File: src/include/pspc_regs.svh
`ifndef PSPC_REGS_SVH
`define PSPC_REGS_SVH

// register word indices on the plain register port
`define PSPC_REG_CTRL      4'h0
`define PSPC_REG_KNOB      4'h1
`define PSPC_REG_ANALOG    4'h2
`define PSPC_REG_FAST      4'h3
`define PSPC_REG_SLOW      4'h4
`define PSPC_REG_STATUS    4'h5
`define PSPC_REG_STROKES   4'h6
`define PSPC_REG_PULSES    4'h7

// field positions
`define PSPC_CTRL_ANALOG_BIT  0
`define PSPC_STAT_MODE_BIT    0
`define PSPC_STAT_RUN_BIT     1
`define PSPC_STAT_LOW_BIT     2
`define PSPC_STAT_REMON_BIT   3
`define PSPC_STAT_STROKE_BIT  4

// pin vector positions inside the synchroniser
`define PSPC_PIN_BTN   0
`define PSPC_PIN_REM   1
`define PSPC_PIN_PLS   2
`define PSPC_PIN_LOW   3
`define PSPC_PIN_NVM   4
`define PSPC_PIN_NVV   5
`define PSPC_PIN_COUNT 6

// reset values
`define PSPC_KNOB_RST     7'h32
`define PSPC_FAST_RST     16'h4E20
`define PSPC_SLOW_RST     16'h0FA0

// timing, clock and millisecond figures
`define PSPC_CLK_PERIOD_NS 100
`define PSPC_MS_NS         1000000
`define PSPC_MS_CYCLES     (`PSPC_MS_NS / `PSPC_CLK_PERIOD_NS)
`define PSPC_PULSE_MIN_MS  8'h19
`define PSPC_PULSE_GAP_MS  8'h32
`define PSPC_CAP_SPM       8'hF0
`define PSPC_CAP_GAP_MS    8'hFA
`define PSPC_STROKE_MS     8'h64
`define PSPC_MS_PER_MIN    32'h0000EA60
`define PSPC_KNOB_THR      32'h005B8D80
`define PSPC_KNOB_MIN_INC  32'h00000064

`endif

File: src/include/pspc_pkg.sv
`include "pspc_regs.svh"

package pspc_pkg;

  // operating mode, kept across power loss
  typedef enum logic {
    PSPC_LOCAL  = 1'b0,
    PSPC_REMOTE = 1'b1
  } pspc_mode_t;

  // pulse contact qualifier
  typedef enum logic [1:0] {
    PSPC_PQ_OPEN   = 2'b00,
    PSPC_PQ_CLOSED = 2'b01
  } pspc_pq_t;

  // stroke generator
  typedef enum logic [1:0] {
    PSPC_SG_REST   = 2'b00,
    PSPC_SG_STROKE = 2'b01
  } pspc_sg_t;

endpackage

File: src/include/pspc_rate_if.sv
// joins the controller, the millisecond base and the stroke generator
interface pspc_rate_if;
  logic        ms_tick;
  logic        run;
  logic        credit_mode;
  logic        credit_req;
  logic [31:0] inc;
  logic [31:0] thr;
  logic        stroke_on;

  modport ctl  (input ms_tick, input stroke_on, output run, output credit_mode, output credit_req,
                output inc, output thr);
  modport gen  (input ms_tick, input run, input credit_mode, input credit_req, input inc, input thr,
                output stroke_on);
  modport base (output ms_tick);
endinterface

File: src/logic/pspc_msbase.sv
// one-cycle tick every millisecond
module pspc_msbase
  import pspc_pkg::*;
#(
  parameter int MS_CYCLES = `PSPC_MS_CYCLES
) (
  // clock and reset
  input  wire logic   clk,
  input  wire logic   rst,
  // tick out
  pspc_rate_if.base   rif
);

  typedef struct packed {
    logic [15:0] cnt;
    logic        tick;
  } pspc_msb_t;

  pspc_msb_t st_ff;
  pspc_msb_t nxt_st;

  // divider wraps at one millisecond
  always_comb begin
    nxt_st      = st_ff;
    nxt_st.tick = 1'b0;
    if (st_ff.cnt == 16'(MS_CYCLES - 1)) begin
      nxt_st.cnt  = 16'h0000;
      nxt_st.tick = 1'b1;
    end else begin
      nxt_st.cnt = st_ff.cnt + 16'h0001;
    end
  end

  always_ff @(posedge clk) begin
    if (rst) begin
      st_ff <= '0;
    end else begin
      st_ff <= nxt_st;
    end
  end

  assign rif.ms_tick = st_ff.tick;

endmodule

File: src/logic/pspc_strokegen.sv
// stroke timing: phase accumulator or pulse credits
module pspc_strokegen
  import pspc_pkg::*;
(
  // clock and reset
  input  wire logic   clk,
  input  wire logic   rst,
  // rate control
  pspc_rate_if.gen    rif
);

  typedef struct packed {
    pspc_sg_t    sg;
    logic [31:0] acc;
    logic [7:0]  gap_ms;
    logic [7:0]  on_ms;
    logic        pend;
  } pspc_sgs_t;

  pspc_sgs_t   st_ff;
  pspc_sgs_t   nxt_st;
  logic [32:0] sum;
  logic        fire;

  // accumulate rate per millisecond, fire when a whole stroke is due
  always_comb begin
    nxt_st = st_ff;
    sum    = {1'b0, st_ff.acc} + {1'b0, rif.inc};
    fire   = 1'b0;
    if (rif.credit_req) begin
      nxt_st.pend = 1'b1;
    end
    if (rif.ms_tick) begin
      if (st_ff.gap_ms != 8'hFF) begin
        nxt_st.gap_ms = st_ff.gap_ms + 8'h01;
      end
      case (st_ff.sg)
        PSPC_SG_STROKE: begin
          nxt_st.on_ms = st_ff.on_ms + 8'h01;
          if (st_ff.on_ms + 8'h01 >= `PSPC_STROKE_MS) begin
            nxt_st.sg = PSPC_SG_REST;
          end
        end
        PSPC_SG_REST: begin
          // spacing floor caps any source at the top stroke rate
          if (rif.run && st_ff.gap_ms >= `PSPC_CAP_GAP_MS) begin
            if (rif.credit_mode) begin
              fire = st_ff.pend;
            end else if (rif.thr != 32'h00000000) begin
              fire = sum >= {1'b0, rif.thr};
            end
          end
        end
        default: nxt_st.sg = PSPC_SG_REST;
      endcase
      if (!rif.credit_mode && rif.run) begin
        nxt_st.acc = fire ? 32'(sum - {1'b0, rif.thr}) : sum[31:0];
      end
      if (fire) begin
        nxt_st.sg     = PSPC_SG_STROKE;
        nxt_st.on_ms  = 8'h00;
        nxt_st.gap_ms = 8'h00;
        // a credit arriving now is kept for the next stroke
        nxt_st.pend   = rif.credit_req;
      end
    end
    if (!rif.run) begin
      nxt_st.acc  = 32'h00000000;
      nxt_st.pend = 1'b0;
    end
  end

  always_ff @(posedge clk) begin
    if (rst) begin
      st_ff <= '{sg: PSPC_SG_REST, acc: 32'h00000000, gap_ms: 8'hFF, on_ms: 8'h00, pend: 1'b0};
    end else begin
      st_ff <= nxt_st;
    end
  end

  assign rif.stroke_on = (st_ff.sg == PSPC_SG_STROKE);

endmodule

File: src/logic/pspc_top.sv
// Function
// - each debounced mode button press toggles local and remote mode.
// - with no valid stored mode the pump starts in local mode.
// - local mode ignores the remote on/off contact.
// - remote mode follows the synchronised remote on/off contact every cycle.
// - mode is loaded from and written back to nonvolatile storage.
// - open remote contact stops pumping; pulses or current act only when closed.
// - green indicator in local mode, yellow in remote mode.
// - local mode stroke rate follows the speed knob value.
// - reject pulses closed under 25 ms or starting under 50 ms apart.
// - accepted pulses faster than 240 per minute stroke at 240 per minute.
// - accepted pulses slower than 240 per minute give one stroke each.
// - a pulse starts on contact closure and ends on opening.
// - analog mode maps 4 mA to zero and 20 mA to full speed.
// - at or above fast level full speed, below slow level stopped.
// - indicator lit between strokes, dark during a stroke.
// - closed low-level input stops the pump and lights red.
//
// Design decisions made here: strobed register access and the register addresses.
module pspc_top
  import pspc_pkg::*;
#(
  parameter int MS_CYCLES = `PSPC_MS_CYCLES
) (
  // clock and reset
  input  wire logic        SYS_CLK,
  input  wire logic        RESET,
  // register port
  input  wire logic [3:0]  REG_ADDR,
  input  wire logic [15:0] REG_WDATA,
  input  wire logic        REG_WR,
  input  wire logic        REG_RD,
  output logic      [15:0] REG_RDATA,
  // contacts, high when closed
  input  wire logic        MODE_BUTTON,
  input  wire logic        REMOTE_ON,
  input  wire logic        PULSE_IN,
  input  wire logic        LOW_LEVEL,
  // nonvolatile mode store
  input  wire logic        NV_MODE,
  input  wire logic        NV_VALID,
  output logic             NV_MODE_D,
  output logic             NV_WR,
  // drive and indicators
  output logic             STROKE,
  output logic             LED_GREEN,
  output logic             LED_YELLOW,
  output logic             LED_RED
);

  typedef struct packed {
    logic [`PSPC_PIN_COUNT-1:0] sync1;
    logic [`PSPC_PIN_COUNT-1:0] sync2;
    logic [1:0]                 init_cnt;
    pspc_mode_t                 mode;
    logic                       btn_a;
    logic                       btn_b;
    pspc_pq_t                   pq;
    logic [7:0]                 hi_ms;
    logic [7:0]                 gap_ms;
    logic                       gap_ok;
    logic                       credit;
    logic                       analog;
    logic [6:0]                 knob;
    logic [15:0]                ma_in;
    logic [15:0]                fast;
    logic [15:0]                slow;
    logic [15:0]                rdata;
    logic [15:0]                strokes;
    logic [7:0]                 acc_cnt;
    logic [7:0]                 rej_cnt;
    logic                       stroke_d;
    logic                       nv_d;
    logic                       nv_wr;
    logic                       stroke;
    logic                       led_g;
    logic                       led_y;
    logic                       led_r;
  } pspc_top_t;

  pspc_top_t   st_ff;
  pspc_top_t   nxt_st;
  pspc_rate_if rif ();

  logic        btn_now;
  logic        rem_on;
  logic        pls_on;
  logic        low_on;
  logic        ready;
  logic        running;
  logic        remote;
  logic [15:0] ma_cl;
  logic [15:0] span;
  logic [31:0] inc_v;
  logic [31:0] thr_v;

  // address hit for a given register index
  function automatic logic reg_hit(input logic [3:0] addr, input logic [3:0] idx);
    reg_hit = (addr == idx);
  endfunction

  // millisecond base and stroke generator
  pspc_msbase #(
    .MS_CYCLES (MS_CYCLES)
  ) u_msbase (
    .clk (SYS_CLK),
    .rst (RESET),
    .rif (rif.base)
  );

  pspc_strokegen u_strokegen (
    .clk (SYS_CLK),
    .rst (RESET),
    .rif (rif.gen)
  );

  // synchronised contact levels; only the second stage is read
  assign btn_now = st_ff.sync2[`PSPC_PIN_BTN];
  assign rem_on  = st_ff.sync2[`PSPC_PIN_REM];
  assign pls_on  = st_ff.sync2[`PSPC_PIN_PLS];
  assign low_on  = st_ff.sync2[`PSPC_PIN_LOW];
  assign ready   = (st_ff.init_cnt == 2'h3);
  assign remote  = (st_ff.mode == PSPC_REMOTE);

  // run gate: low level stops every mode, remote contact only counts in remote
  assign running = ready && !low_on
                   && (!remote || rem_on);

  // analog mapping, input clamped to the fast level
  assign ma_cl = (st_ff.ma_in >= st_ff.fast) ? st_ff.fast : st_ff.ma_in;
  assign span  = st_ff.fast - st_ff.slow;

  // rate source per mode
  always_comb begin
    inc_v = 32'h00000000;
    thr_v = 32'h00000000;
    if (!remote) begin
      // knob percent times top rate, with a floor of one stroke per minute
      inc_v = {17'h0, st_ff.knob, 8'h00} - {21'h0, st_ff.knob, 4'h0};
      if (inc_v < `PSPC_KNOB_MIN_INC) begin
        inc_v = `PSPC_KNOB_MIN_INC;
      end
      thr_v = `PSPC_KNOB_THR;
    end else if (st_ff.analog) begin
      // reverse action is not supported: fast not above slow keeps the pump stopped
      if (st_ff.fast > st_ff.slow && st_ff.ma_in >= st_ff.slow) begin
        inc_v = {16'h0000, ma_cl - st_ff.slow} * {24'h000000, `PSPC_CAP_SPM};
        thr_v = 32'({16'h0000, span} * `PSPC_MS_PER_MIN);
      end
    end
  end

  assign rif.run         = running;
  assign rif.credit_mode = remote && !st_ff.analog;
  assign rif.credit_req  = st_ff.credit;
  assign rif.inc         = inc_v;
  assign rif.thr         = thr_v;

  // next state of the controller
  always_comb begin
    nxt_st          = st_ff;
    nxt_st.sync1    = {NV_VALID, NV_MODE, LOW_LEVEL, PULSE_IN, REMOTE_ON, MODE_BUTTON};
    nxt_st.sync2    = st_ff.sync1;
    nxt_st.credit   = 1'b0;
    nxt_st.nv_wr    = 1'b0;
    nxt_st.rdata    = 16'h0000;
    nxt_st.stroke_d = rif.stroke_on;

    // stored mode is taken once the synchroniser holds real pin levels
    if (!ready) begin
      nxt_st.init_cnt = st_ff.init_cnt + 2'h1;
      if (st_ff.init_cnt == 2'h2) begin
        nxt_st.mode = st_ff.sync2[`PSPC_PIN_NVV]
                      ? pspc_mode_t'(st_ff.sync2[`PSPC_PIN_NVM]) : PSPC_LOCAL;
        nxt_st.nv_d = st_ff.sync2[`PSPC_PIN_NVV] ? st_ff.sync2[`PSPC_PIN_NVM] : 1'b0;
      end
    end

    // button debounce: released, then pressed on two millisecond samples
    if (rif.ms_tick) begin
      nxt_st.btn_a = btn_now;
      nxt_st.btn_b = st_ff.btn_a;
      if (ready && btn_now && st_ff.btn_a && !st_ff.btn_b) begin
        nxt_st.mode  = remote ? PSPC_LOCAL : PSPC_REMOTE;
        nxt_st.nv_d  = !remote;
        nxt_st.nv_wr = 1'b1;
      end
    end

    // millisecond gap since the previous pulse start, saturating
    if (rif.ms_tick && st_ff.gap_ms != 8'hFF) begin
      nxt_st.gap_ms = st_ff.gap_ms + 8'h01;
    end

    // pulse qualifier: closure starts, opening ends and judges the pulse
    case (st_ff.pq)
      PSPC_PQ_OPEN: begin
        if (pls_on) begin
          nxt_st.pq     = PSPC_PQ_CLOSED;
          nxt_st.hi_ms  = 8'h00;
          nxt_st.gap_ok = st_ff.gap_ms >= `PSPC_PULSE_GAP_MS;
          nxt_st.gap_ms = 8'h00;
        end
      end
      PSPC_PQ_CLOSED: begin
        if (rif.ms_tick && st_ff.hi_ms != 8'hFF) begin
          nxt_st.hi_ms = st_ff.hi_ms + 8'h01;
        end
        if (!pls_on) begin
          nxt_st.pq = PSPC_PQ_OPEN;
          // only a pulse seen while remote pulse pacing is live counts
          if (rif.credit_mode && running) begin
            if (st_ff.hi_ms >= `PSPC_PULSE_MIN_MS && st_ff.gap_ok) begin
              nxt_st.credit  = 1'b1;
              nxt_st.acc_cnt = st_ff.acc_cnt + 8'h01;
            end else begin
              nxt_st.rej_cnt = st_ff.rej_cnt + 8'h01;
            end
          end
        end
      end
      default: nxt_st.pq = PSPC_PQ_OPEN;
    endcase

    // count stroke starts for software
    if (rif.stroke_on && !st_ff.stroke_d) begin
      nxt_st.strokes = st_ff.strokes + 16'h0001;
    end

    // register writes
    if (REG_WR) begin
      if (reg_hit(REG_ADDR, `PSPC_REG_CTRL)) begin
        nxt_st.analog = REG_WDATA[`PSPC_CTRL_ANALOG_BIT];
      end
      if (reg_hit(REG_ADDR, `PSPC_REG_KNOB)) begin
        // knob beyond full scale is held at full scale
        nxt_st.knob = (REG_WDATA > 16'h0064) ? 7'h64 : REG_WDATA[6:0];
      end
      if (reg_hit(REG_ADDR, `PSPC_REG_ANALOG)) begin
        nxt_st.ma_in = REG_WDATA;
      end
      if (reg_hit(REG_ADDR, `PSPC_REG_FAST)) begin
        nxt_st.fast = REG_WDATA;
      end
      if (reg_hit(REG_ADDR, `PSPC_REG_SLOW)) begin
        nxt_st.slow = REG_WDATA;
      end
      if (reg_hit(REG_ADDR, `PSPC_REG_STROKES)) begin
        nxt_st.strokes = nxt_st.strokes - st_ff.strokes;  // a stroke start in the clearing cycle survives
      end
      if (reg_hit(REG_ADDR, `PSPC_REG_PULSES)) begin
        nxt_st.acc_cnt = nxt_st.acc_cnt - st_ff.acc_cnt;  // a pulse judged now is not lost
        nxt_st.rej_cnt = nxt_st.rej_cnt - st_ff.rej_cnt;
      end
    end

    // register reads, data valid in the following cycle only
    if (REG_RD) begin
      case (REG_ADDR)
        `PSPC_REG_CTRL:    nxt_st.rdata = {15'h0000, st_ff.analog};
        `PSPC_REG_KNOB:    nxt_st.rdata = {9'h000, st_ff.knob};
        `PSPC_REG_ANALOG:  nxt_st.rdata = st_ff.ma_in;
        `PSPC_REG_FAST:    nxt_st.rdata = st_ff.fast;
        `PSPC_REG_SLOW:    nxt_st.rdata = st_ff.slow;
        `PSPC_REG_STATUS:  nxt_st.rdata = {11'h000, rif.stroke_on, rem_on, low_on, running, remote};
        `PSPC_REG_STROKES: nxt_st.rdata = st_ff.strokes;
        `PSPC_REG_PULSES:  nxt_st.rdata = {st_ff.rej_cnt, st_ff.acc_cnt};
        default:           nxt_st.rdata = 16'h0000;
      endcase
    end

    // drive and indicators; the mode colour is dark while a stroke runs
    nxt_st.stroke = rif.stroke_on;
    nxt_st.led_g  = ready && !remote && !rif.stroke_on;
    nxt_st.led_y  = ready && remote && !rif.stroke_on;
    nxt_st.led_r  = low_on;
  end

  always_ff @(posedge SYS_CLK) begin
    if (RESET) begin
      st_ff <= '{sync1: '0, sync2: '0, init_cnt: 2'h0, mode: PSPC_LOCAL, btn_a: 1'b1, btn_b: 1'b1,
                 pq: PSPC_PQ_OPEN, hi_ms: 8'h00, gap_ms: 8'hFF, gap_ok: 1'b0, credit: 1'b0,
                 analog: 1'b0, knob: `PSPC_KNOB_RST, ma_in: 16'h0000, fast: `PSPC_FAST_RST,
                 slow: `PSPC_SLOW_RST, rdata: 16'h0000, strokes: 16'h0000, acc_cnt: 8'h00,
                 rej_cnt: 8'h00, stroke_d: 1'b0, nv_d: 1'b0, nv_wr: 1'b0, stroke: 1'b0,
                 led_g: 1'b0, led_y: 1'b0, led_r: 1'b0};
    end else begin
      st_ff <= nxt_st;
    end
  end

  // outputs straight from the state register
  assign REG_RDATA  = st_ff.rdata;
  assign NV_MODE_D  = st_ff.nv_d;
  assign NV_WR      = st_ff.nv_wr;
  assign STROKE     = st_ff.stroke;
  assign LED_GREEN  = st_ff.led_g;
  assign LED_YELLOW = st_ff.led_y;
  assign LED_RED    = st_ff.led_r;

endmodule

File: config.mk
export PLATFORM = sky130hd
export DESIGN_NAME = pspc_top
export DESIGN_NICKNAME = d
export VERILOG_FILES = /design/src/include/pspc_pkg.sv /design/src/include/pspc_rate_if.sv /design/src/logic/pspc_msbase.sv /design/src/logic/pspc_strokegen.sv /design/src/logic/pspc_top.sv
export VERILOG_INCLUDE_DIRS = /design/src /design/src/include
export SDC_FILE = /design/constraint.sdc
export NUM_CORES = 1
export LEC_CHECK = 0
export ABC_AREA = 1
export BUFFER_PORTS_ARGS = -buffer_cell sky130_fd_sc_hd__buf_2
export CAP_MARGIN = 0
export CORE_ASPECT_RATIO = 1.5
export CORE_MARGIN = 8
export CORE_UTILIZATION = 50
export CTS_CLUSTER_DIAMETER = 60
export CTS_CLUSTER_SIZE = 10
export DETAILED_ROUTE_END_ITERATION = 7
export PLACE_DENSITY = 0.66
export SLEW_MARGIN = 5
export SYNTH_ARGS = -nofsm -noshare
export SYNTH_HDL_FRONTEND = slang
export SYNTH_SLANG_ARGS = --single-unit
File: constraint.sdc
create_clock -name SYS_CLK -period 11.3 [get_ports SYS_CLK]
set_input_delay 2.26 -clock SYS_CLK [delete_from_list [all_inputs] [get_ports SYS_CLK]]
set_output_delay 2.26 -clock SYS_CLK [all_outputs]
set_load 0.005 [all_outputs]
==> results of run 1 <==
## worst min-delay path, stage by stage, from the launching register on
cell and delay [ns]:
dfxtp_1 0.29, inv_1 0.04, nor2_1 0.03
## synth_stat cells, types with 6 or more instances
master / number
o21a_1: 9
nor2_1: 234
fa_1: 88
o211ai_1: 19
o221ai_1: 6
nor3_1: 53
clkbuf_1: 59
nand3_1: 159
dfxtp_1: 211
xnor2_1: 45
inv_1: 593
a21oi_1: 306
buf_4: 16
or2_2: 8
o22ai_1: 32
nand4_1: 55
a31oi_1: 14
a21boi_0: 6
o21bai_1: 21
o31ai_1: 8
nor4_1: 14
o21ai_0: 181
a21o_1: 9
a211oi_1: 11
ha_1: 272
nand3b_1: 10
xor2_1: 125
a221oi_1: 10
buf_6: 6
nand2_1: 584
## per-stage QoR
stage	TNS, ns	total power, mW
finish	0	4.82
detailed placement	-0.577	4.04
global route	0	5.33
CTS	0	4.85
floorplan	0	3.17
global placement	0	4.02
## worst max path at each step
| stage | end | from | slack (ns) |
|---|---|---|---|
| floorplan | u_strokegen.st_ff[3] | st_ff[86] | 2.27 |
| global placement | u_strokegen.st_ff[8] | st_ff[86] | 0.02 |
| detailed placement | u_strokegen.st_ff[7] | st_ff[86] | -0.12 |
| CTS | u_strokegen.st_ff[7] | st_ff[86] | 0.1 |
| global route | u_strokegen.st_ff[6] | st_ff[72] | 0.02 |
| finish | u_strokegen.st_ff[7] | st_ff[72] | 0.77 |
## cells in the final DEF, fill, tap and decap left out, types with 4 or more instances in the layout
master,n
inv_1,592
nand2_1,584
a21oi_1,305
ha_1,271
nor2_1,233
dfxtp_1,211
o21ai_0,173
nand3_1,158
xor2_1,122
fa_1,88
nand4_1,55
buf_2,51
nor3_1,50
xnor2_1,45
o22ai_1,32
clkbuf_16,27
o21bai_1,20
o211ai_1,19
buf_4,15
a31oi_1,14
o21ai_1,12
nor4_1,11
a211oi_1,11
nand3b_1,10
a221oi_1,10
a21o_1,9
o21a_1,9
or2_2,8
o31ai_1,8
o221ai_1,6
a21boi_0,6
inv_2,5
nand2_2,5
and3_1,5
nand3_4,4
a2111oi_0,4
## state kept, by name, summed over array words and instances (netlist names), 6 cells and up
register / flops
REG_RDATA: 16
nxt_st: 6
st_ff: 112
u_msbase.st_ff: 16
u_strokegen.st_ff: 48
## per-layer routing
metal  GRT usage [%]  vias up
li1                -    10600
met1            26.7     9748
met2            46.4      431
met3            2.11      161
met4            12.6        0
met5               0        -
## where the power goes
| part | switching [mW] | leakage [nW] | internal, mW | total (mW) |
|---|---|---|---|---|
| clock network | 0.337 | 0.371 | 0.451 | 0.787 |
| registers | 0.0114 | 1.71 | 0.759 | 0.770 |
| logic | 2.16 | 10.0 | 1.10 | 3.26 |
## timing repair
item / 4_1_cts / 5_1_grt
endpoints found under the setup margin: 40 / 45
cloned: 0 / 1
buffers inserted: 0 / 3
gates resized for setup: 2 / 28
pin swaps: 0 / 1
## layout make-up
class | instances | area (um^2)
fill | 4395 | 20100
multi-input combinational | 2331 | 15400
sequential | 211 | 4220
inverter | 599 | 2250
tap | 576 | 721
clock buffer | 28 | 679
timing repair buffer | 67 | 388
clock inverter | 6 | 83.8
## logic make-up (layout without fill, tap and decap cells)
group / Yosys count / after routing / share of synthesized area [%]
compound gates: 657 / 657 / 16.6
flops: 211 / 211 / 19.0
fa+ha+maj: 362 / 362 / 23.3
xor+xnor: 170 / 170 / 6.70
buf+inv: 688 / 700 / 12.1
simple gates: 1141 / 1142 / 22.2
==> impl_metrics.ini, run 1 <==
[floorplanning]
start_util_pct = 50.6
io-pin-count = 52
die_area_um2 = 51600
die_x_um = 188
fp.dieH_um = 274
row_count = 94
core_area_um2 = 43900

[timing]
final.setup_skew_ns = 0.0122
fin_crit_sh_pct = 93.2
hold_viol_final = 0
timing.hold.ws_ns = 0.401
slew_violations = 0
fin_ws_ns = 0.767
worst-slew-pin-transition_ns = 1.11
slew_headroom_pct = 26.2
fmax_mhz = 94.9
period_needed_ns = 10.53
rsz0062_at_grt = no
final-setup-viol-count = 0

[hold_path]
whs_path_depth = 2
hp-start = nxt_st[137]
hold_class = reg -> reg
hold_path_end = rem_on

[worst_setup_path]
cp_common_cell = nand2_1
start_kind = flop
slowest_stage = fa_1
cp.required_ns = 11.78
rr_worst_depth = 62
critical_path_class = reg -> reg
r2r-end = u_strokegen.st_ff[7]
path_delay_family = simple AND/OR/NAND/NOR gates
cp_num_cells = 62
cp_data_arrival_time_ns = 11.01
cp_max_fo = 30
cp-end-kind = flop
rr_startpoint = st_ff[72]
r2r_slack_ns = 0.77
cpPeakStageDelay_ns = 0.51
worst-path-buf-inv = 7

[final_layout]
drive_above_1_share_pct = 4.66
fin_area_um2 = 23800
finalCoreUtilization_pct = 54.2
layout.cells.non_filler = 3818
area_growth_pct = 7.03
final_nets = 3627
antennaDiodeCount = 0

[job]
cap_violations = 0

[detailed_routing]
wl_met2_um = 32700
route.met3.wl_um = 1850
drtPass1Iterations = 6
drc = 0
vias_per_cell = 5.47
vias = 20900
top_layer = met4
first_iter_violations = 1261
ant_nets = 0
routed_wl_um = 64000
wl_met1_um = 25900
wire_per_inst_um = 16.8

[global_routing]
antenna_found_initial = 0
grt_pass1_vias = 21200
grt_usage_pct = 24.5
overflow = 0
grt_max_degree = 92
grt_pass1_wl_um = 105000

[yosys]
syn_nets = 3619
post_synth.cell_area_avg_um2 = 6.88
ys.flop_type = dfxtp_1
synthTopCellsByArea = dfxtp_1 19%, ha_1 15%, inv_1 10%, nand2_1 9.9%, fa_1 7.9%
synth_area_leader_cell = dfxtp_1
netlist-cell-type-count = 58
ys_seq_elements = 211
syn_area_um2 = 22200
synth_edf_count = 0
async_reset_ff_share_pct = 0
ys_warn_count = 0
synth_top_area_share_pct = 19.0
synth_seq_area_share_pct = 19.0
synth_cells = 3229

[placement]
placement.io_buffers = 51
dpl.cell_count = 3780
finalWeightedCongestion = 0.950
hpwl_um = 51900
placed_area_um2 = 22900
pre_cts_ws_ns = -0.123

[clocking]
cts.path.max_buffers = 3
clock-sinks = 211
hold_buffers = 0
root_buffer = clkbuf_16
cts_tree = done
path_clk_slew_ns = 0.06
htree_levels = 1
cts_buffers = 27
clkLatencyLatePin_ns = 0.56

[power_and_ir_drop]
pwr_density_cell_nw_per_um2 = 203
leakage_nw = 12.1
ir_drop_mv = 0.194

[outcome]
status = completed
Power figures use the tool's default switching activity.
==> inputs of run 2 (changes only) <==
CAP_MARGIN = 20   (was 0)
SYNTH_HIERARCHICAL = 1   (was not set)
==> run 2 against run 1 <==
Net effect: setup slack improved by 0.20 ns; cell count rose by 14%; sequential share of layout area fell by 1.2 points; power fell by 8.4%; wire length rose by 16%; largest power group unchanged; highest routed layer unchanged.
==> impl_metrics.ini, run 2 <==
[worst_setup_path]
cp_max_fo = 46
slowest_stage = fa_1
cp.required_ns = 11.73
start_kind = flop
cp_data_arrival_time_ns = 10.76
cp_common_cell = nand2_1
cp-end-kind = flop
cpPeakStageDelay_ns = 0.50
critical_path_class = reg -> reg

[global_routing]
grt_pass1_wl_um = 120000
grt_usage_pct = 26.2
grt_max_degree = 70
grt.busiest_layer = met2
antenna_found_initial = 0
grt_pass1_vias = 23700
gr-usage-met1_pct = 27.6
use_met2_pct = 50.3
grt_util_met3_pct = 2.21
overflow = 0

[timing]
rsz0062_at_grt = no
hold_viol_final = 0
fmax_mhz = 96.7
final.setup_skew_ns = 0.0143
slew_headroom_pct = 32.9
fin_tns_setup_ns = 0
period_needed_ns = 10.34
fin_crit_sh_pct = 91.5
fin_ws_ns = 0.964
slew_violations = 0
final-setup-viol-count = 0
worst-slew-pin-transition_ns = 1.00

[final_layout]
top_regs = st_ff x112, u_strokegen/st_ff x50
area_growth_pct = 6.03
finalCoreUtilization_pct = 53.3
final_common_cell = nand2_1
antennaDiodeCount = 0
regMostFlops = st_ff
final_nets = 4134
drive_above_1_share_pct = 4.95
most-common-layout-cells = 823 x nand2_1, 625 x inv_1, 335 x a21oi_1, 290 x nor2_1, 278 x ha_1
largest_reg_flops = 112

[clocking]
cts_tree = done
clkLatencyLatePin_ns = 0.55
htree_levels = 1
cts.path.max_buffers = 3
root_buffer = clkbuf_16
cts_buffers = 26
postCtsSetupRepairBufs = 0
path_clk_slew_ns = 0.06
clock-sinks = 213

[job]
cap_violations = 0

[yosys]
netlist-cell-type-count = 62
yosys-top-cells-count = 823 x nand2_1, 626 x inv_1, 335 x a21oi_1
ys_warn_count = 6
synth_area_leader_cell = dfxtp_1
ys.flop_type = dfxtp_1
synth_seq_area_share_pct = 17.6
async_reset_ff_share_pct = 0
synthTopCellsByArea = dfxtp_1 18%, ha_1 14%, nand2_1 13%, inv_1 9.7%, fa_1 7.3%
post-synth-top-count-cell = nand2_1
post_synth.cell_area_avg_um2 = 6.53
ys_seq_elements = 213
synth_top_area_share_pct = 17.6
syn_area_um2 = 24300
synth_edf_count = 0
synth_cells = 3716

[placement]
hpwl_um = 61500
pre_cts_ws_ns = 0.668
placement.io_buffers = 51
finalWeightedCongestion = 0.994

[detailed_routing]
routed_wl_um = 74400
drtPass1Iterations = 5
first_iter_violations = 1223
vias_per_cell = 5.49
vias = 23800
drc = 0
wire_per_inst_um = 17.1
ant_nets = 0

[floorplanning]
fp.dieH_um = 286
row_count = 99
io-pin-count = 52
core_area_um2 = 48300
start_util_pct = 50.3
die_area_um2 = 56000
die_x_um = 196

[hold_path]
hold_class = reg -> reg

[power_and_ir_drop]
finalPower_mw = 4.41
pwr_density_cell_nw_per_um2 = 171
leakage_nw = 13.1
ir_drop_mv = 0.248

[outcome]
status = completed
-- run 2: cell count changes after synthesis, moves of 9 or more --
cell,delta
clkbuf_1,-16
o21bai_1,+9
nand3_1,+77
o21ai_0,+23
nand4_1,+28
nor2_2,+18
nor2_1,+56
nand2_1,+239
a21oi_1,+29
inv_1,+33
inv_2,+9
xor2_1,-27
buf_2,+14
nor3_1,-15
-- run 2: worst max-delay path: cells and delay by family (launching register included) --
| kind | cells | cell delay [ns] |
|---|---|---|
| AOI/OAI and AO/OA | 14 | 3.08 |
| and+or+nand+nor | 22 | 2.50 |
| adders and majority gates | 7 | 2.40 |
| buffers and inverters | 9 | 1.07 |
| xor gates and xnor gates | 3 | 0.77 |
| DFF | 1 | 0.36 |
-- run 2: power by group --
group	internal, mW	total (mW)	switching, mW	leakage [nW]
registers	0.766	0.777	0.0118	1.73
logic	1.02	2.89	1.86	11.0
clock network	0.416	0.745	0.329	0.345
total	2.21	4.41	2.20	13.1
-- run 2: area by class of cell --
class	instances	area (um^2)
inverter	642	2410
clock buffer	28	668
multi-input combinational	2788	17200
timing repair buffer	66	388
sequential	213	4260
tap	606	758
clock inverter	3	33.8
fill	5066	22600
-- run 2: what timing repair did --
action | in CTS | in global routing
hold buffers | 0 | 0
gates resized for setup | 0 | 4
setup endpoints to repair | 0 | 50
-- run 2: routing by layer --
metal | wire length (um) | share of wire [%]
met1 | 28300 | 38
met2 | 38600 | 52
met3 | 3060 | 4.1
met4 | 4440 | 6.0
met5 | 0 | 0
-- run 2: path summary, 6_finish.rpt --
kind | start | endpoint | slack (ns) | cells after the start
hold / removal | nxt_st[141] | st_ff[141] | 0.40 | 2
setup / recovery | st_ff[84] | u_strokegen/st_ff[26] | 0.96 | 55
hold reg to reg | nxt_st[141] | st_ff[141] | 0.40 | 2
setup reg to reg | st_ff[84] | u_strokegen/st_ff[26] | 0.96 | 55
-- run 2: stage by stage --
stage	hold WS, ns	area (um^2)	std cells
2_1_floorplan	0.388	24300	3729
3_3_place_gp	0.390	25000	4314
3_5_place_dp	0.394	25000	4314
4_1_cts	0.401	25700	4345
5_1_grt	0.425	25700	4346
6_report	0.400	25700	4346
-- run 2: logic make-up (layout without fill, tap and decap cells) --
family	count (synthesis)	after routing	synth area share, %
buffers and inverters	728	739	11.8
DFF	213	213	17.6
other	1	14	0.0154
AOI/OAI and AO/OA	696	696	15.7
and+or+nand+nor	1567	1567	27.9
adders and majority gates	367	367	21.7
xor gates and xnor gates	144	144	5.32
